==> src/shared/upgrade_params.svh <==
/*
 * Constants of the remote-upgrade user control: source codes, field positions,
 * watchdog and boot address settings, timing counts.
 * Assumes inclusion by bare name from the package and the design files.
 */
`ifndef UPGRADE_PARAMS_SVH
`define UPGRADE_PARAMS_SVH
`define SRC_MSB 30
`define SRC_LSB 26
`define SRC_POWER_UP 5'h00
`define SRC_CORE_REQ 5'h01
`define SRC_WATCHDOG 5'h02
`define SRC_STATUS_ERR 5'h04
`define SRC_CRC_ERR 5'h08
`define SRC_EXT_REQ 5'h10
`define WD_TIMEOUT_CYCLES 40894472
`define WD_HIGH_BITS 12
`define WD_LOW_FILL 17'h00008
`define WD_TIMEOUT_HIGH 12'h138
`define BOOT_HIGH_BITS 22
`define BOOT_ADDR_DEFAULT 22'h01C000
`define KICK_PERIOD 33554432
`define KICK_CNT_W 25
`define CLK_PERIOD_NS 40
`define RECONFIG_MIN_NS 250
`define RECONFIG_CYCLES ((`RECONFIG_MIN_NS + `CLK_PERIOD_NS - 1) / `CLK_PERIOD_NS)
`define LEDS_FACTORY 4'hF
`define LEDS_WATCHDOG 4'hA
`define LEDS_STATUS_ERR 4'h9
`define LEDS_CRC_ERR 4'h6
`define LEDS_EXT_REQ 4'hE
`define LEDS_UNKNOWN 4'h0
`endif

==> src/shared/upgrade_pkg.sv <==
/*
 * Types of the remote-upgrade user control.
 * Assumes the constants header is on the include path.
 */
`include "upgrade_params.svh"
package upgrade_pkg;
  typedef struct packed {
    logic reconfig;
    logic wd_reset;
    logic wd_enable;
    logic [`WD_HIGH_BITS-1:0] wd_timeout;
    logic [`BOOT_HIGH_BITS-1:0] boot_addr;
  } upgrade_ctrl_t;
  typedef enum logic [2:0] {ST_IDLE, ST_DECODE, ST_READY, ST_LAUNCH, ST_DONE} ctrl_state_t;
endpackage

==> src/verilog/kick_counter.sv <==
/*
 * Periodic watchdog kicker: one pulse each kick period while enabled.
 * Assumes a single clock shared with the instantiating module.
 */
`timescale 1ns/1ns
`include "upgrade_params.svh"
module kick_counter (
  input wire logic clk_i,
  input wire logic rst_i,
  input wire logic ce_i,
  input wire logic enable_i,
  output logic kick_o
);
  logic [`KICK_CNT_W-1:0] count_r;
  localparam logic [`KICK_CNT_W-1:0] LAST = `KICK_CNT_W'(`KICK_PERIOD - 1);
  // Disabling clears the count so a re-enable starts a full period later.
  always_ff @(posedge clk_i) begin
    if (rst_i) begin
      count_r <= '0;
      kick_o <= 1'b0;
    end else if (ce_i) begin
      if (!enable_i) begin
        count_r <= '0;
        kick_o <= 1'b0;
      end else begin
        count_r <= (count_r == LAST) ? '0 : count_r + 1'b1;
        kick_o <= (count_r == LAST);
      end
    end
  end
  a_kick_when_off: assert property (@(posedge clk_i) disable iff (rst_i)
    !enable_i && ce_i |=> !kick_o) else $error("kick while disabled");
endmodule // kick_counter

==> src/verilog/upgrade_control.sv <==
/*
 * Factory-image user control for the on-chip remote upgrade circuitry: reads the
 * reconfiguration source, shows it on four indicators, programs watchdog and boot
 * address, launches reconfiguration on a button, and kicks the watchdog.
 * Assumes the upgrade circuitry answers reads on the same 25 MHz clock, and that
 * buttons arrive asynchronously from the board.
 */
`timescale 1ns/1ns
`include "upgrade_params.svh"
// Functional notes
// A power-up load of the factory image reads source code zero in status bits 30 to 26.
// A core-requested reload reads source code with only the lowest bit set.
// A watchdog expiry in an application reloads the factory image with the watchdog code.
// A low configuration status line reloads the factory image with the status-error code.
// A CRC error while loading an application falls back with the CRC-error code.
// An external configuration request reloads the factory image with its own code.
// On error the circuitry updates the status before triggering the factory reload.
// Factory user logic learns the cause from the five-bit field at bits 30 down to 26.
// The factory image programs a watchdog time-out of 40894472 cycles of 10 MHz.
// The kicker pulses the watchdog reset once every 33554432 board clock cycles; the kicker here counts 33554432 cycles of the 25 MHz clock instead.
// Entering the factory image at power-up or by core request lights all four indicators.
// The launch input starts a reconfiguration request toward the upgrade circuitry.
// The reconfigure input is held high for at least 250 ns.
// Only the upper 12 of the 29 watchdog bits are written; the low 17 are filled in.
// The upper 22 of the 24 boot address bits are written; two zero bits are appended.
// The upgrade interface runs on the board clock divided by two, 25 MHz.
// The kicker stops while disabled and restarts from zero when re-enabled.
module upgrade_control (
  input wire logic clk_i,
  input wire logic rst_i,
  input wire logic ce_i,
  input wire logic launch_btn_i,
  input wire logic kick_enable_i,
  input wire logic [31:0] status_word_i,
  input wire logic status_valid_i,
  output upgrade_pkg::upgrade_ctrl_t ctrl_o,
  output logic status_read_o,
  output logic [4:0] source_o,
  output logic [3:0] leds_o,
  output logic busy_o
);
  import upgrade_pkg::*;

  localparam int RC_CYC = (`RECONFIG_CYCLES < 1) ? 1 : `RECONFIG_CYCLES;
  localparam logic [3:0] RC_LAST = 4'(RC_CYC - 1);

  logic btn_meta_r, btn_sync_r, btn_prev_r, kick_meta_r, kick_sync_r;
  logic launch_edge;
  ctrl_state_t state_r;
  logic [3:0] hold_r;
  logic kick_pulse;
  logic reconfig_r, wd_reset_r, wd_enable_r;
  logic [`WD_HIGH_BITS-1:0] wd_timeout_r;
  logic [`BOOT_HIGH_BITS-1:0] boot_addr_r;

  // Each field has one writing process; the struct is only wiring, in its packed order.
  assign ctrl_o = {reconfig_r, wd_reset_r, wd_enable_r, wd_timeout_r, boot_addr_r};

  // Button and enable come from board pins: two flops before use.
  always_ff @(posedge clk_i) begin
    if (rst_i) begin
      btn_meta_r <= 1'b0;
      btn_sync_r <= 1'b0;
      btn_prev_r <= 1'b0;
      kick_meta_r <= 1'b0;
      kick_sync_r <= 1'b0;
    end else if (ce_i) begin
      btn_meta_r <= launch_btn_i;
      btn_sync_r <= btn_meta_r;
      btn_prev_r <= btn_sync_r;
      kick_meta_r <= kick_enable_i;
      kick_sync_r <= kick_meta_r;
    end
  end
  assign launch_edge = btn_sync_r && !btn_prev_r;

  // Sequence: read status, decode, wait for button, hold reconfigure.
  always_ff @(posedge clk_i) begin
    if (rst_i) begin
      state_r <= ST_IDLE;
      hold_r <= 4'h0;
      status_read_o <= 1'b0;
      reconfig_r <= 1'b0;
      busy_o <= 1'b1;
    end else if (ce_i) begin
      case (state_r)
        ST_IDLE: begin
          status_read_o <= 1'b1;
          state_r <= ST_DECODE;
        end
        ST_DECODE: begin
          if (status_valid_i) begin
            status_read_o <= 1'b0;
            busy_o <= 1'b0;
            state_r <= ST_READY;
          end
        end
        ST_READY: begin
          if (launch_edge) begin
            reconfig_r <= 1'b1;
            hold_r <= 4'h0;
            busy_o <= 1'b1;
            state_r <= ST_LAUNCH;
          end
        end
        ST_LAUNCH: begin
          // Held a full minimum time; the circuitry then tears the image down.
          if (hold_r == RC_LAST) begin
            reconfig_r <= 1'b0;
            state_r <= ST_DONE;
          end else begin
            hold_r <= hold_r + 4'h1;
          end
        end
        ST_DONE: state_r <= ST_DONE;
        default: state_r <= ST_IDLE;
      endcase
    end
  end

  // Source decode to indicators. Unknown or mixed codes leave the indicators dark.
  always_ff @(posedge clk_i) begin
    if (rst_i) begin
      source_o <= `SRC_POWER_UP;
      leds_o <= 4'h0;
    end else if (ce_i && state_r == ST_DECODE && status_valid_i) begin
      source_o <= status_word_i[`SRC_MSB:`SRC_LSB];
      case (status_word_i[`SRC_MSB:`SRC_LSB])
        `SRC_POWER_UP: leds_o <= `LEDS_FACTORY;
        `SRC_CORE_REQ: leds_o <= `LEDS_FACTORY;
        `SRC_WATCHDOG: leds_o <= `LEDS_WATCHDOG;
        `SRC_STATUS_ERR: leds_o <= `LEDS_STATUS_ERR;
        `SRC_CRC_ERR: leds_o <= `LEDS_CRC_ERR;
        `SRC_EXT_REQ: leds_o <= `LEDS_EXT_REQ;
        default: leds_o <= `LEDS_UNKNOWN;
      endcase
    end
  end

  // Settings the circuitry takes on reconfiguration; its low bits are fixed.
  always_ff @(posedge clk_i) begin
    if (rst_i) begin
      wd_enable_r <= 1'b0;
      wd_timeout_r <= `WD_TIMEOUT_HIGH;
      boot_addr_r <= `BOOT_ADDR_DEFAULT;
    end else if (ce_i) begin
      wd_enable_r <= 1'b1;
      wd_timeout_r <= `WD_TIMEOUT_HIGH;
      boot_addr_r <= `BOOT_ADDR_DEFAULT;
    end
  end

  // The kicker counts cycles of this clock, so its period in time is twice the board figure;
  // it still ends well inside the watchdog time-out.
  kick_counter u_kick (
    .clk_i(clk_i),
    .rst_i(rst_i),
    .ce_i(ce_i),
    .enable_i(kick_sync_r),
    .kick_o(kick_pulse)
  );

  // Registered again so the output comes from a flop.
  always_ff @(posedge clk_i) begin
    if (rst_i) begin
      wd_reset_r <= 1'b0;
    end else if (ce_i) begin
      wd_reset_r <= kick_pulse;
    end
  end

  // One check per source code; the expected lamp patterns are written out on purpose.
  a_power_up_leds: assert property (@(posedge clk_i) disable iff (rst_i)
    ce_i && state_r == ST_DECODE && status_valid_i && status_word_i[30:26] == 5'h00
    |=> leds_o == 4'hF) else $error("power-up leds wrong");
  a_core_req_leds: assert property (@(posedge clk_i) disable iff (rst_i)
    ce_i && state_r == ST_DECODE && status_valid_i && status_word_i[30:26] == 5'h01
    |=> leds_o == 4'hF) else $error("core request leds wrong");
  a_watchdog_leds: assert property (@(posedge clk_i) disable iff (rst_i)
    ce_i && state_r == ST_DECODE && status_valid_i && status_word_i[30:26] == 5'h02
    |=> leds_o == 4'hA) else $error("watchdog leds wrong");
  a_status_leds: assert property (@(posedge clk_i) disable iff (rst_i)
    ce_i && state_r == ST_DECODE && status_valid_i && status_word_i[30:26] == 5'h04
    |=> leds_o == 4'h9) else $error("status error leds wrong");
  a_crc_leds: assert property (@(posedge clk_i) disable iff (rst_i)
    ce_i && state_r == ST_DECODE && status_valid_i && status_word_i[30:26] == 5'h08
    |=> leds_o == 4'h6) else $error("crc leds wrong");
  a_ext_req_leds: assert property (@(posedge clk_i) disable iff (rst_i)
    ce_i && state_r == ST_DECODE && status_valid_i && status_word_i[30:26] == 5'h10
    |=> leds_o == 4'hE && source_o == 5'h10) else $error("ext request wrong");

  a_reconfig_hold: assert property (@(posedge clk_i) disable iff (rst_i || !ce_i)
    $rose(ctrl_o.reconfig) |-> ctrl_o.reconfig [*7]) else $error("reconfig too short");
  a_launch_start: assert property (@(posedge clk_i) disable iff (rst_i)
    ce_i && state_r == ST_READY && launch_edge |=> ctrl_o.reconfig)
    else $error("launch ignored");
  // The drop is pinned as well, so that a hold which never ends is caught too.
  a_reconfig_drop: assert property (@(posedge clk_i) disable iff (rst_i || !ce_i)
    $rose(ctrl_o.reconfig) |-> ##7 !ctrl_o.reconfig) else $error("reconfig held too long");
  a_no_relaunch: assert property (@(posedge clk_i) disable iff (rst_i)
    ce_i && state_r == ST_DONE |=> !ctrl_o.reconfig) else $error("second launch");
  a_launch_busy: assert property (@(posedge clk_i) disable iff (rst_i)
    ce_i && state_r == ST_READY && launch_edge |=> busy_o) else $error("busy not raised");

  a_read_request: assert property (@(posedge clk_i) disable iff (rst_i)
    ce_i && state_r == ST_IDLE |=> status_read_o) else $error("status read not requested");
  a_read_done: assert property (@(posedge clk_i) disable iff (rst_i)
    ce_i && state_r == ST_DECODE && status_valid_i |=> !status_read_o && !busy_o)
    else $error("status read not closed");

  // Settings handed to the circuitry must form the full watchdog word and the boot page.
  a_wd_word: assert property (@(posedge clk_i) disable iff (rst_i)
    {ctrl_o.wd_timeout, 17'h00008} == 29'h2700008) else $error("watchdog word wrong");
  a_boot_page: assert property (@(posedge clk_i) disable iff (rst_i)
    ctrl_o.boot_addr == 22'h01C000) else $error("boot address wrong");

  a_kick_single: assert property (@(posedge clk_i) disable iff (rst_i)
    ctrl_o.wd_reset |=> !ctrl_o.wd_reset) else $error("kick pulse too long");
  // The output flop adds one stage, so a disable shows on the pin two edges later.
  a_kick_stops: assert property (@(posedge clk_i) disable iff (rst_i || !ce_i)
    !kick_sync_r |-> ##2 !ctrl_o.wd_reset) else $error("kick after disable");

  // A low clock enable must freeze the sequence and the indicators.
  a_ce_freeze: assert property (@(posedge clk_i) disable iff (rst_i)
    !ce_i |=> $stable(state_r) && $stable(leds_o)) else $error("state moved with enable low");
endmodule // upgrade_control

==> config.mk <==
export PLATFORM = sky130hd
export DESIGN_NAME = upgrade_control
export DESIGN_NICKNAME = d
export VERILOG_FILES = /design/src/shared/upgrade_pkg.sv /design/src/verilog/kick_counter.sv /design/src/verilog/upgrade_control.sv
export VERILOG_INCLUDE_DIRS = /design/src /design/src/shared
export SDC_FILE = /design/constraint.sdc
export NUM_CORES = 1
export LEC_CHECK = 0
export ABC_AREA = 1
export BUFFER_PORTS_ARGS = -buffer_cell sky130_fd_sc_hd__buf_2
export CORE_MARGIN = 3
export CORE_UTILIZATION = 45
export DETAILED_ROUTE_END_ITERATION = 16
export HOLD_SLACK_MARGIN = 0.02
export PLACE_DENSITY = 0.7
export SYNTH_ARGS = -nofsm -noshare
export SYNTH_HDL_FRONTEND = slang
export SYNTH_HIERARCHICAL = 1
export SYNTH_SLANG_ARGS = --single-unit
==> constraint.sdc <==
create_clock -name clk_i -period 4.4 [get_ports clk_i]
set_clock_uncertainty 0.15 [all_clocks]
set_input_delay 0.66 -clock clk_i [delete_from_list [all_inputs] [get_ports clk_i]]
set_output_delay 0.66 -clock clk_i [all_outputs]
set_load 0.05 [all_outputs]
==> flow_summary.toml, run 1 <==
[die]
dieArea_um2 = 7970
die_h_um = 89.3
initial_core_util = 0.478
die_w_um = 89.3
core_um2 = 6530
io_pins = 86
num_rows = 29

[worst_setup_path]
endpoint_kind = "flip-flop"
worstPathMaxFanout = 12
crit_slowest_cell = "dfxtp_1"
crit_buf_inv = 0
required_ps = 4430
arrival_ps = 2020
startpoint_type = "flip-flop"
path_delay_family = "simple AND/OR/NAND/NOR gates"
slowest_delay_ps = 400
crit_type = "flip-flop to flip-flop"
crit_path_cell_trace = "ha_1 -> nand2_2 -> nor2_4 -> nand2_2 -> nor2_4 -> nand4_4 -> nand2_2 -> nor2_1 -> nor2_1 -> nor2_1"

[finish]
post-route-util = 0.491
diodes = 0
areaGrowthSynthToFinish_pct = 2.69
drive_gt1_frac = 0.138
nNetsFinal = 510

[route]
wl_per_cell_um = 11.3
antenna_left = 0
drt-vias-per-instance = 4.98
routed_wirelength_um = 6160
drc = 0
vias = 2724
first_pass_iters = 4
drt_iter0_markers = 133

[pwr]
power.internal_mw = 0.626
comb_power_share = 0.181
power_mw = 0.944
power.leakage_nw = 1.33
seqPwrFrac = 0.527
p_clk_frac = 0.292
p_per_area_nw_per_um2 = 295
peakVddDrop_mv = 0.228
p_switching_mw = 0.319
switching_share = 0.338

[timing]
maxSlewHeadroom = 0.496
max_freq_mhz = 502
tns_ps = 0
rsz0062_at_grt = "no"
tightest_slew_ps = 755
period_needed_ps = 1990
finalSetupViolations = 0
final-hold-violation-count = 0
drv_slew = 0
period_share = 0.453

[run]
cap_violations = 0

[clock_network]
cts.path.max_buffers = 2
cts_buffers = 5
cts_sinks = 52
h-tree-depth = 2
cts_resized = 0
cts_hold_buf = 0
cts-root-buf = "clkbuf_8"
path_clk_slew_ps = 100
cts_tree = "done"
post-cts-setup-buffers = 0
clock_latency_ps = 300

[yosys]
synth_top_area_share = 0.334
syn_avg_cell_area_um2 = 6.86
synth_top_area_cell = "dfxtp_1"
synthTopCellsByArea = "dfxtp_1 33%, nand2_1 12%, buf_4 8.9%"
synth_edf_count = 0
ys_ff_latch = 52
synthArstFlopShare = 0
ys_types = 33
yosysSeqAreaShare = 0.334
ys_warn_count = 6
synth_area_um2 = 3120
synth_cells = 455
synth_ff_type = "dfxtp_1"

[global_route]
grt_pass1_wl_um = 10700
grt_max_degree = 36
antenna_found_initial = 0
grt.total_usage = 0.165
grt.overflow.total = 0
grt_pass1_vias = 2498

[place]
port_buffers = 24
dp_hpwl_um = 4480
gp_congestion = 0.796

[status]
status = "finished, final reports clean"

[min_path]
hold_path_class = "flip-flop to flip-flop"
## cell type report
class / count / area (um^2)
fill: 668 / 3330
multi-input combinational: 344 / 1700
sequential: 52 / 1040
inverter: 42 / 158
timing repair buffer: 24 / 120
tap: 77 / 96.3
clock buffer: 6 / 72.6
clock inverter: 2 / 16.3
## synth_stat cells, drive strengths merged (4+ instances only)
| cell | instances |
|---|---|
| clkbuf | 5 |
| dfxtp | 52 |
| xnor2 | 4 |
| inv | 42 |
| nand3 | 34 |
| xor2 | 4 |
| nand4 | 12 |
| a21oi | 43 |
| nor2 | 63 |
| buf | 44 |
| o21ai | 24 |
| nand2 | 112 |
## sequential cells by signal, summed over array words and instances, names as in the netlist
signal	count
btn_meta_r	1
btn_prev_r	1
btn_sync_r	1
busy_o	1
hold_r	4
kick_meta_r	1
kick_sync_r	1
leds_o	4
reconfig_r	1
source_o	5
state_r	3
status_read_o	1
u_kick/count_r	25
u_kick/kick_o	1
wd_enable_r	1
wd_reset_r	1
## cell families after synthesis
logic type	count (synthesis)	share of synthesized area
xor gates and xnor gates	8	0.0225
other	2	0.00241
AOI/OAI and AO/OA	73	0.122
buffers and inverters	91	0.160
and+or+nand+nor	226	0.347
DFF	52	0.334
adders and majority gates	3	0.0120
## through the flow
step / hold WS [ps] / cell area, um^2 / setup slack, ps / instances
6_report: 315 / 3200 / 2410 / 547
5_1_grt: 336 / 3200 / 2190 / 547
4_1_cts: 322 / 3200 / 2390 / 547
3_5_place_dp: 300 / 3120 / 2080 / 539
3_3_place_gp: 292 / 3120 / 2130 / 539
2_1_floorplan: 279 / 3240 / 2780 / 487
## worst register-to-register path, delay by kind of cell (launching register included)
kind	cells	cell delay [ps]
adders and majority gates	1	220
DFF	1	400
and+or+nand+nor	9	1100
## per-layer routing
| layer | vias to the layer above | part of all wire | track usage |
|---|---|---|---|
| li1 | 1419 | - | - |
| met1 | 1250 | 0.47 | 0.204 |
| met2 | 47 | 0.48 | 0.291 |
| met3 | 8 | 0.041 | 0.0369 |
| met4 | 0 | 0.011 | 0.0392 |
| met5 | - | 0 | 0 |
## cells in the final DEF (no fill, tap or decap), types with 8 or more instances in the layout
master	count
a21oi_1	43
buf_2	24
conb_1	34
dfxtp_1	52
inv_1	37
nand2_1	101
nand2_2	9
nand3_1	32
nand4_1	11
nor2_1	50
nor2_4	8
o21ai_0	23
## worst paths after layout
path / startpoint / to / slack, ps / cells after the start
worst max-delay path: u_kick/count_r[1] / u_kick/count_r[21] / 2410 / 10
worst min-delay path: btn_prev_r / btn_prev_r / 320 / 2
worst min register to register: btn_prev_r / btn_prev_r / 320 / 2
worst max register to register: u_kick/count_r[1] / u_kick/count_r[21] / 2410 / 10
## power by group through the flow
stage | registers (mW) | clock network, mW | logic [mW]
2_1_floorplan | 0.525 | 0 | 0.152
3_5_place_dp | 0.508 | 0 | 0.171
6_report | 0.497 | 0.276 | 0.171
5_1_grt | 0.499 | 0.306 | 0.186
4_1_cts | 0.497 | 0.285 | 0.171
3_3_place_gp | 0.507 | 0 | 0.169
(Power assumes the default switching activity.)
==> run 2, diff against run 1 <==
Settings changed: PLACE_DENSITY 0.7 to 0.73.
Clock period 4.4 ns to 1.8 ns, I/O delays scaled along.
==> run 2 against run 1 <==
Design area rose by 6.6%. Worst setup slack got worse by 2300 ps. Die area did not move. Non-clock buffer count rose by 19. Final cell count rose by 3.5%. Largest cell class unchanged.
==> flow_summary.toml, run 2 (synthesis gave the netlist of run 1 again) <==
[status]
status = "finished, final reports clean"

[place]
gp_congestion = 0.808
place_ws_ps = 48.5
port_buffers = 24
dpl.cell_count = 553
dp_hpwl_um = 4780

[die]
num_rows = 29
io_pins = 86
die_w_um = 89.3
dieArea_um2 = 7970
core_um2 = 6530
initial_core_util = 0.478
die_h_um = 89.3

[finish]
diodes = 0
stdcell_count = 566
areaGrowthSynthToFinish_pct = 9.42
largest_register = "u_kick/count_r"
drive_gt1_frac = 0.182
seq_area_um2 = 1050
multi_input_area_um2 = 1740
fillers = 635
largestRegisters = "u_kick/count_r x25, source_o x5"
nNetsFinal = 529
largest_reg_flops = 25
mostFrequentLayoutCell = "nand2_1"
final_cell_mix = "101 x nand2_1, 50 x nor2_1, 49 x dfxtp_1"

[pwr]
peakVddDrop_mv = 0.531
power.internal_mw = 1.68
p_clk_frac = 0.331
p_per_area_nw_per_um2 = 723
p_switching_mw = 0.784
power.leakage_nw = 1.45
seqPwrFrac = 0.491
comb_power_share = 0.178
power_mw = 2.47
switching_share = 0.317

[worst_setup_path]
startpoint_type = "flip-flop"
crit_path_cell_trace = "ha_4 -> nand2_2 -> nor2_4 -> nand2_4 -> nor2_4 -> nand4_4 -> buf_6 -> nand3_1 -> a21oi_1"
arrival_ps = 1780
required_ps = 1850
cpMostUsedCell = "nor2_4"
slowest_delay_ps = 370
crit_slowest_cell = "dfxtp_2"
worstPathMaxFanout = 8
endpoint_kind = "flip-flop"
crit_type = "flip-flop to flip-flop"

[clock_network]
path_clk_slew_ps = 100
h-tree-depth = 2
clock_latency_ps = 310
cts_buffers = 5
cts-root-buf = "clkbuf_8"
cts.path.max_buffers = 2
cts_sinks = 52
cts_tree = "done"

[timing]
drv_slew = 0
tns_ps = 0
finalSetupViolations = 0
worst_slack_ps = 74.7
period_share = 0.959
final-hold-violation-count = 0
period_needed_ps = 1730
max_freq_mhz = 580
whs_ps = 34.2

[route]
drt_iter0_markers = 128
routed_wirelength_um = 6550
vias = 2814
wl_per_cell_um = 11.6
antenna_left = 0
drt-vias-per-instance = 4.97
drc = 0
first_pass_iters = 6

[global_route]
grt.total_usage = 0.173
grt_pass1_wl_um = 11000
grt_pass1_vias = 2503
grt.overflow.total = 0
antenna_found_initial = 0
grt_max_degree = 22

[min_path]
hold_path_class = "input port to flip-flop"

[run]
cap_violations = 0
[run 2: cell types whose count changed in the layout (fill, tap and decap cells not counted), moves of 2 or more]
cell     delta
buf_4      +18
nand2_4     +2
dfxtp_2     +2
dfxtp_1     -3
nand2_2     -2
[run 2: metrics by stage]
stage	area, um^2	util
floorplan	3240	-
global placement	3220	0.493
detailed placement	3220	0.493
CTS	3330	0.510
global route	3410	0.523
finish	3410	0.523
[run 2: path summary, 6_finish.rpt]
kind | endpoint | startpoint | slack (ps) | cells past startpoint
max reg2reg | u_kick/count_r[19] | u_kick/count_r[1] | 70 | 9
max | u_kick/count_r[19] | u_kick/count_r[1] | 70 | 9
min | btn_meta_r | launch_btn_i | 30 | 3
min reg2reg | btn_prev_r | btn_prev_r | 310 | 2
[run 2: power groups by stage]
stage / clock network (mW) / registers [mW] / logic (mW)
after floorplan: 0 / 1.28 / 0.371
after global placement: 0 / 1.24 / 0.431
after detailed placement: 0 / 1.24 / 0.434
after CTS: 0.842 / 1.21 / 0.435
after global routing: 0.880 / 1.22 / 0.478
final: 0.818 / 1.21 / 0.438
[run 2: final cells by class]
| type | instances | area share |
|---|---|---|
| clock inverters | 2 | 0.0114 |
| repair buffers | 43 | 0.0781 |
| well taps | 77 | 0.0282 |
| clock buffers | 6 | 0.0213 |
| multi-input cells | 344 | 0.508 |
| inverters | 42 | 0.0462 |
| flip-flops and latches | 52 | 0.307 |
[run 2: critical path: cells and delay by family, from the launching register on]
| kind | cells | cell delay [ps] |
|---|---|---|
| adder cells (fa/ha/maj) | 1 | 140 |
| AO/OA/AOI/OAI | 1 | 60 |
| AND/OR/NAND/NOR | 6 | 700 |
| flip-flops | 1 | 370 |
| buffers and inverters | 1 | 190 |
[run 2: repair_timing]
action | 4_1_cts | 5_1_grt
hold buffers | 0 | 0
setup buffers | 0 | 5
endpoints found under the setup margin | 0 | 15
gates resized for setup | 0 | 11
[run 2: metal layers]
layer,share of wire,GRT usage,up-vias
met5,0,0,-
met4,0.011,0.0433,0
met3,0.054,0.0387,9
met2,0.48,0.306,62
met1,0.45,0.213,1285
li1,-,-,1458
==> run 3, diff against run 2 <==
Settings changed: CTS_CLUSTER_DIAMETER from default to 150, REMOVE_ABC_BUFFERS from default to 1.
==> run 3 against run 2 <==
Routed wire length down 3.1%. Worst setup slack better by 7.3 ps. Via count down 0.92%. Design area decreased by 2.3%. Die area unchanged. Sequential share of layout area increased by 0.80 points. First-iteration DRC count is 21% lower. Global-route usage down 0.31 points. Largest power group unchanged. Flip-flop and latch count unchanged. Critical endpoint is now u_kick/kick_o. Highest routed layer unchanged.
==> flow_summary.toml, run 3 (synthesis gave the netlist of run 1 again) <==
[finish]
nNetsFinal = 524
drive_gt1_frac = 0.171
largest_reg_flops = 25
stdcell_count = 561
multi_input_area_um2 = 1720
areaGrowthSynthToFinish_pct = 6.90
fillers = 641
mostFrequentLayoutCell = "nand2_1"
seq_area_um2 = 1050
largestRegisters = "u_kick/count_r x25, source_o x5"
diodes = 0
final_cell_mix = "101 x nand2_1, 50 x nor2_1, 49 x dfxtp_1"
largest_register = "u_kick/count_r"

[worst_setup_path]
critPathLaunch = "u_kick/count_r[0]"
worstPathMaxFanout = 5
endpoint_kind = "flip-flop"
required_ps = 1910
crit_type = "flip-flop to flip-flop"
r2r_start = "u_kick/count_r[0]"
crit_slowest_cell = "dfxtp_4"
crit_path_cell_trace = "ha_4 -> nand2_2 -> nor2_4 -> nand2_2 -> nor2_4 -> nand4_4 -> buf_4 -> o21a_1 -> nor2_1"
arrival_ps = 1830
regToRegSetupSlack_ps = 80
slowest_delay_ps = 380
rr_endpoint = "u_kick/kick_o"
reg2reg_depth = 9
startpoint_type = "flip-flop"

[route]
top_layer_used = "met4"
wl_met2_um = 3120
routed_wirelength_um = 6340
drt_iter0_markers = 101
drc = 0
vias = 2788
first_pass_iters = 4
wl_met1_um = 2840
wl_per_cell_um = 11.3
drt-vias-per-instance = 4.97
antenna_left = 0
wl_met3_um = 312

[die]
die_w_um = 89.3
dieArea_um2 = 7970
die_h_um = 89.3
core_um2 = 6530
num_rows = 29
io_pins = 86
initial_core_util = 0.478

[clock_network]
path_clk_slew_ps = 100
cts_sinks = 52
cts_hold_buf = 0
cts_tree = "done"
cts_buffers = 5
clock_latency_ps = 310
cts-root-buf = "clkbuf_8"
h-tree-depth = 2
cts.path.max_buffers = 2

[pwr]
power_mw = 2.33
p_switching_mw = 0.794
power.internal_mw = 1.54
comb_power_share = 0.186
p_per_area_nw_per_um2 = 700
switching_share = 0.340
p_clk_frac = 0.295
seqPwrFrac = 0.518
peakVddDrop_mv = 0.342
power.leakage_nw = 1.39

[global_route]
grt.total_usage = 0.170
grt_pass1_vias = 2511
grt_max_degree = 27
grt_pass1_wl_um = 10800
antenna_found_initial = 0
grt.overflow.total = 0

[status]
status = "finished, final reports clean"

[timing]
drv_slew = 0
final-hold-violation-count = 0
period_share = 0.954
rsz0062_at_grt = "yes"
period_needed_ps = 1720
max_freq_mhz = 582
whs_ps = 29.8
finalSetupViolations = 0

[min_path]
holdPathEnd = "kick_meta_r"
hold_path_depth = 3
hp-start = "kick_enable_i"
hold_path_class = "input port to flip-flop"

[place]
port_buffers = 24
gp_congestion = 0.885
dpl.cell_count = 552
dp_hpwl_um = 4780

[run]
cap_violations = 0
run 3: per-layer routing:
| metal | vias to the layer above | global-route usage |
|---|---|---|
| li1 | 1447 | - |
| met1 | 1274 | 0.206 |
| met2 | 62 | 0.301 |
| met3 | 5 | 0.0295 |
| met4 | 0 | 0.0636 |
| met5 | - | 0 |
run 3: area by class of cell:
cell class	count	share of cell area
multi-input cells	344	0.515
repair buffers	38	0.0675
flip-flops and latches	52	0.315
clock inverters	2	0.00488
clock buffers	6	0.0218
inverters	42	0.0473
well taps	77	0.0289
run 3: worst max path at each step:
stage	cells after the start	endpoint	slack [ps]
after global placement	9	u_kick/kick_o	60
after detailed placement	9	u_kick/kick_o	40
after floorplan	10	u_kick/count_r[21]	130
final	9	u_kick/kick_o	80
after global routing	9	u_kick/kick_o	-30
after CTS	9	u_kick/kick_o	10
run 3: stage by stage:
step	setup TNS, ps	setup WS, ps	area, um^2	util
after detailed placement	0	44.5	3210	0.492
after global placement	0	61.0	3210	0.492
after global routing	-35.7	-30.7	3340	0.511
after floorplan	0	128	2900	-
after CTS	0	11.2	3300	0.506
final	0	81.9	3340	0.511
run 3: critical path: cells and delay by family (launching register included):
kind | cells | cell delay [ps]
AO/OA/AOI/OAI | 1 | 160
adder cells (fa/ha/maj) | 1 | 140
buffers and inverters | 1 | 180
flip-flops | 1 | 380
AND/OR/NAND/NOR | 6 | 640
run 3: what timing repair did:
item,in CTS,in global routing
resized for setup,0,8
endpoints found under the setup margin,0,16
buffers inserted,0,1
run 3: power by group through the flow:
stage          registers, mW  logic, mW  clock network (mW)
6_report                1.21      0.435               0.689
5_1_grt                 1.22      0.472               0.740
4_1_cts                 1.21      0.434               0.711
3_5_place_dp            1.24      0.434                   0
3_3_place_gp            1.24      0.431                   0
2_1_floorplan           1.30      0.273                   0
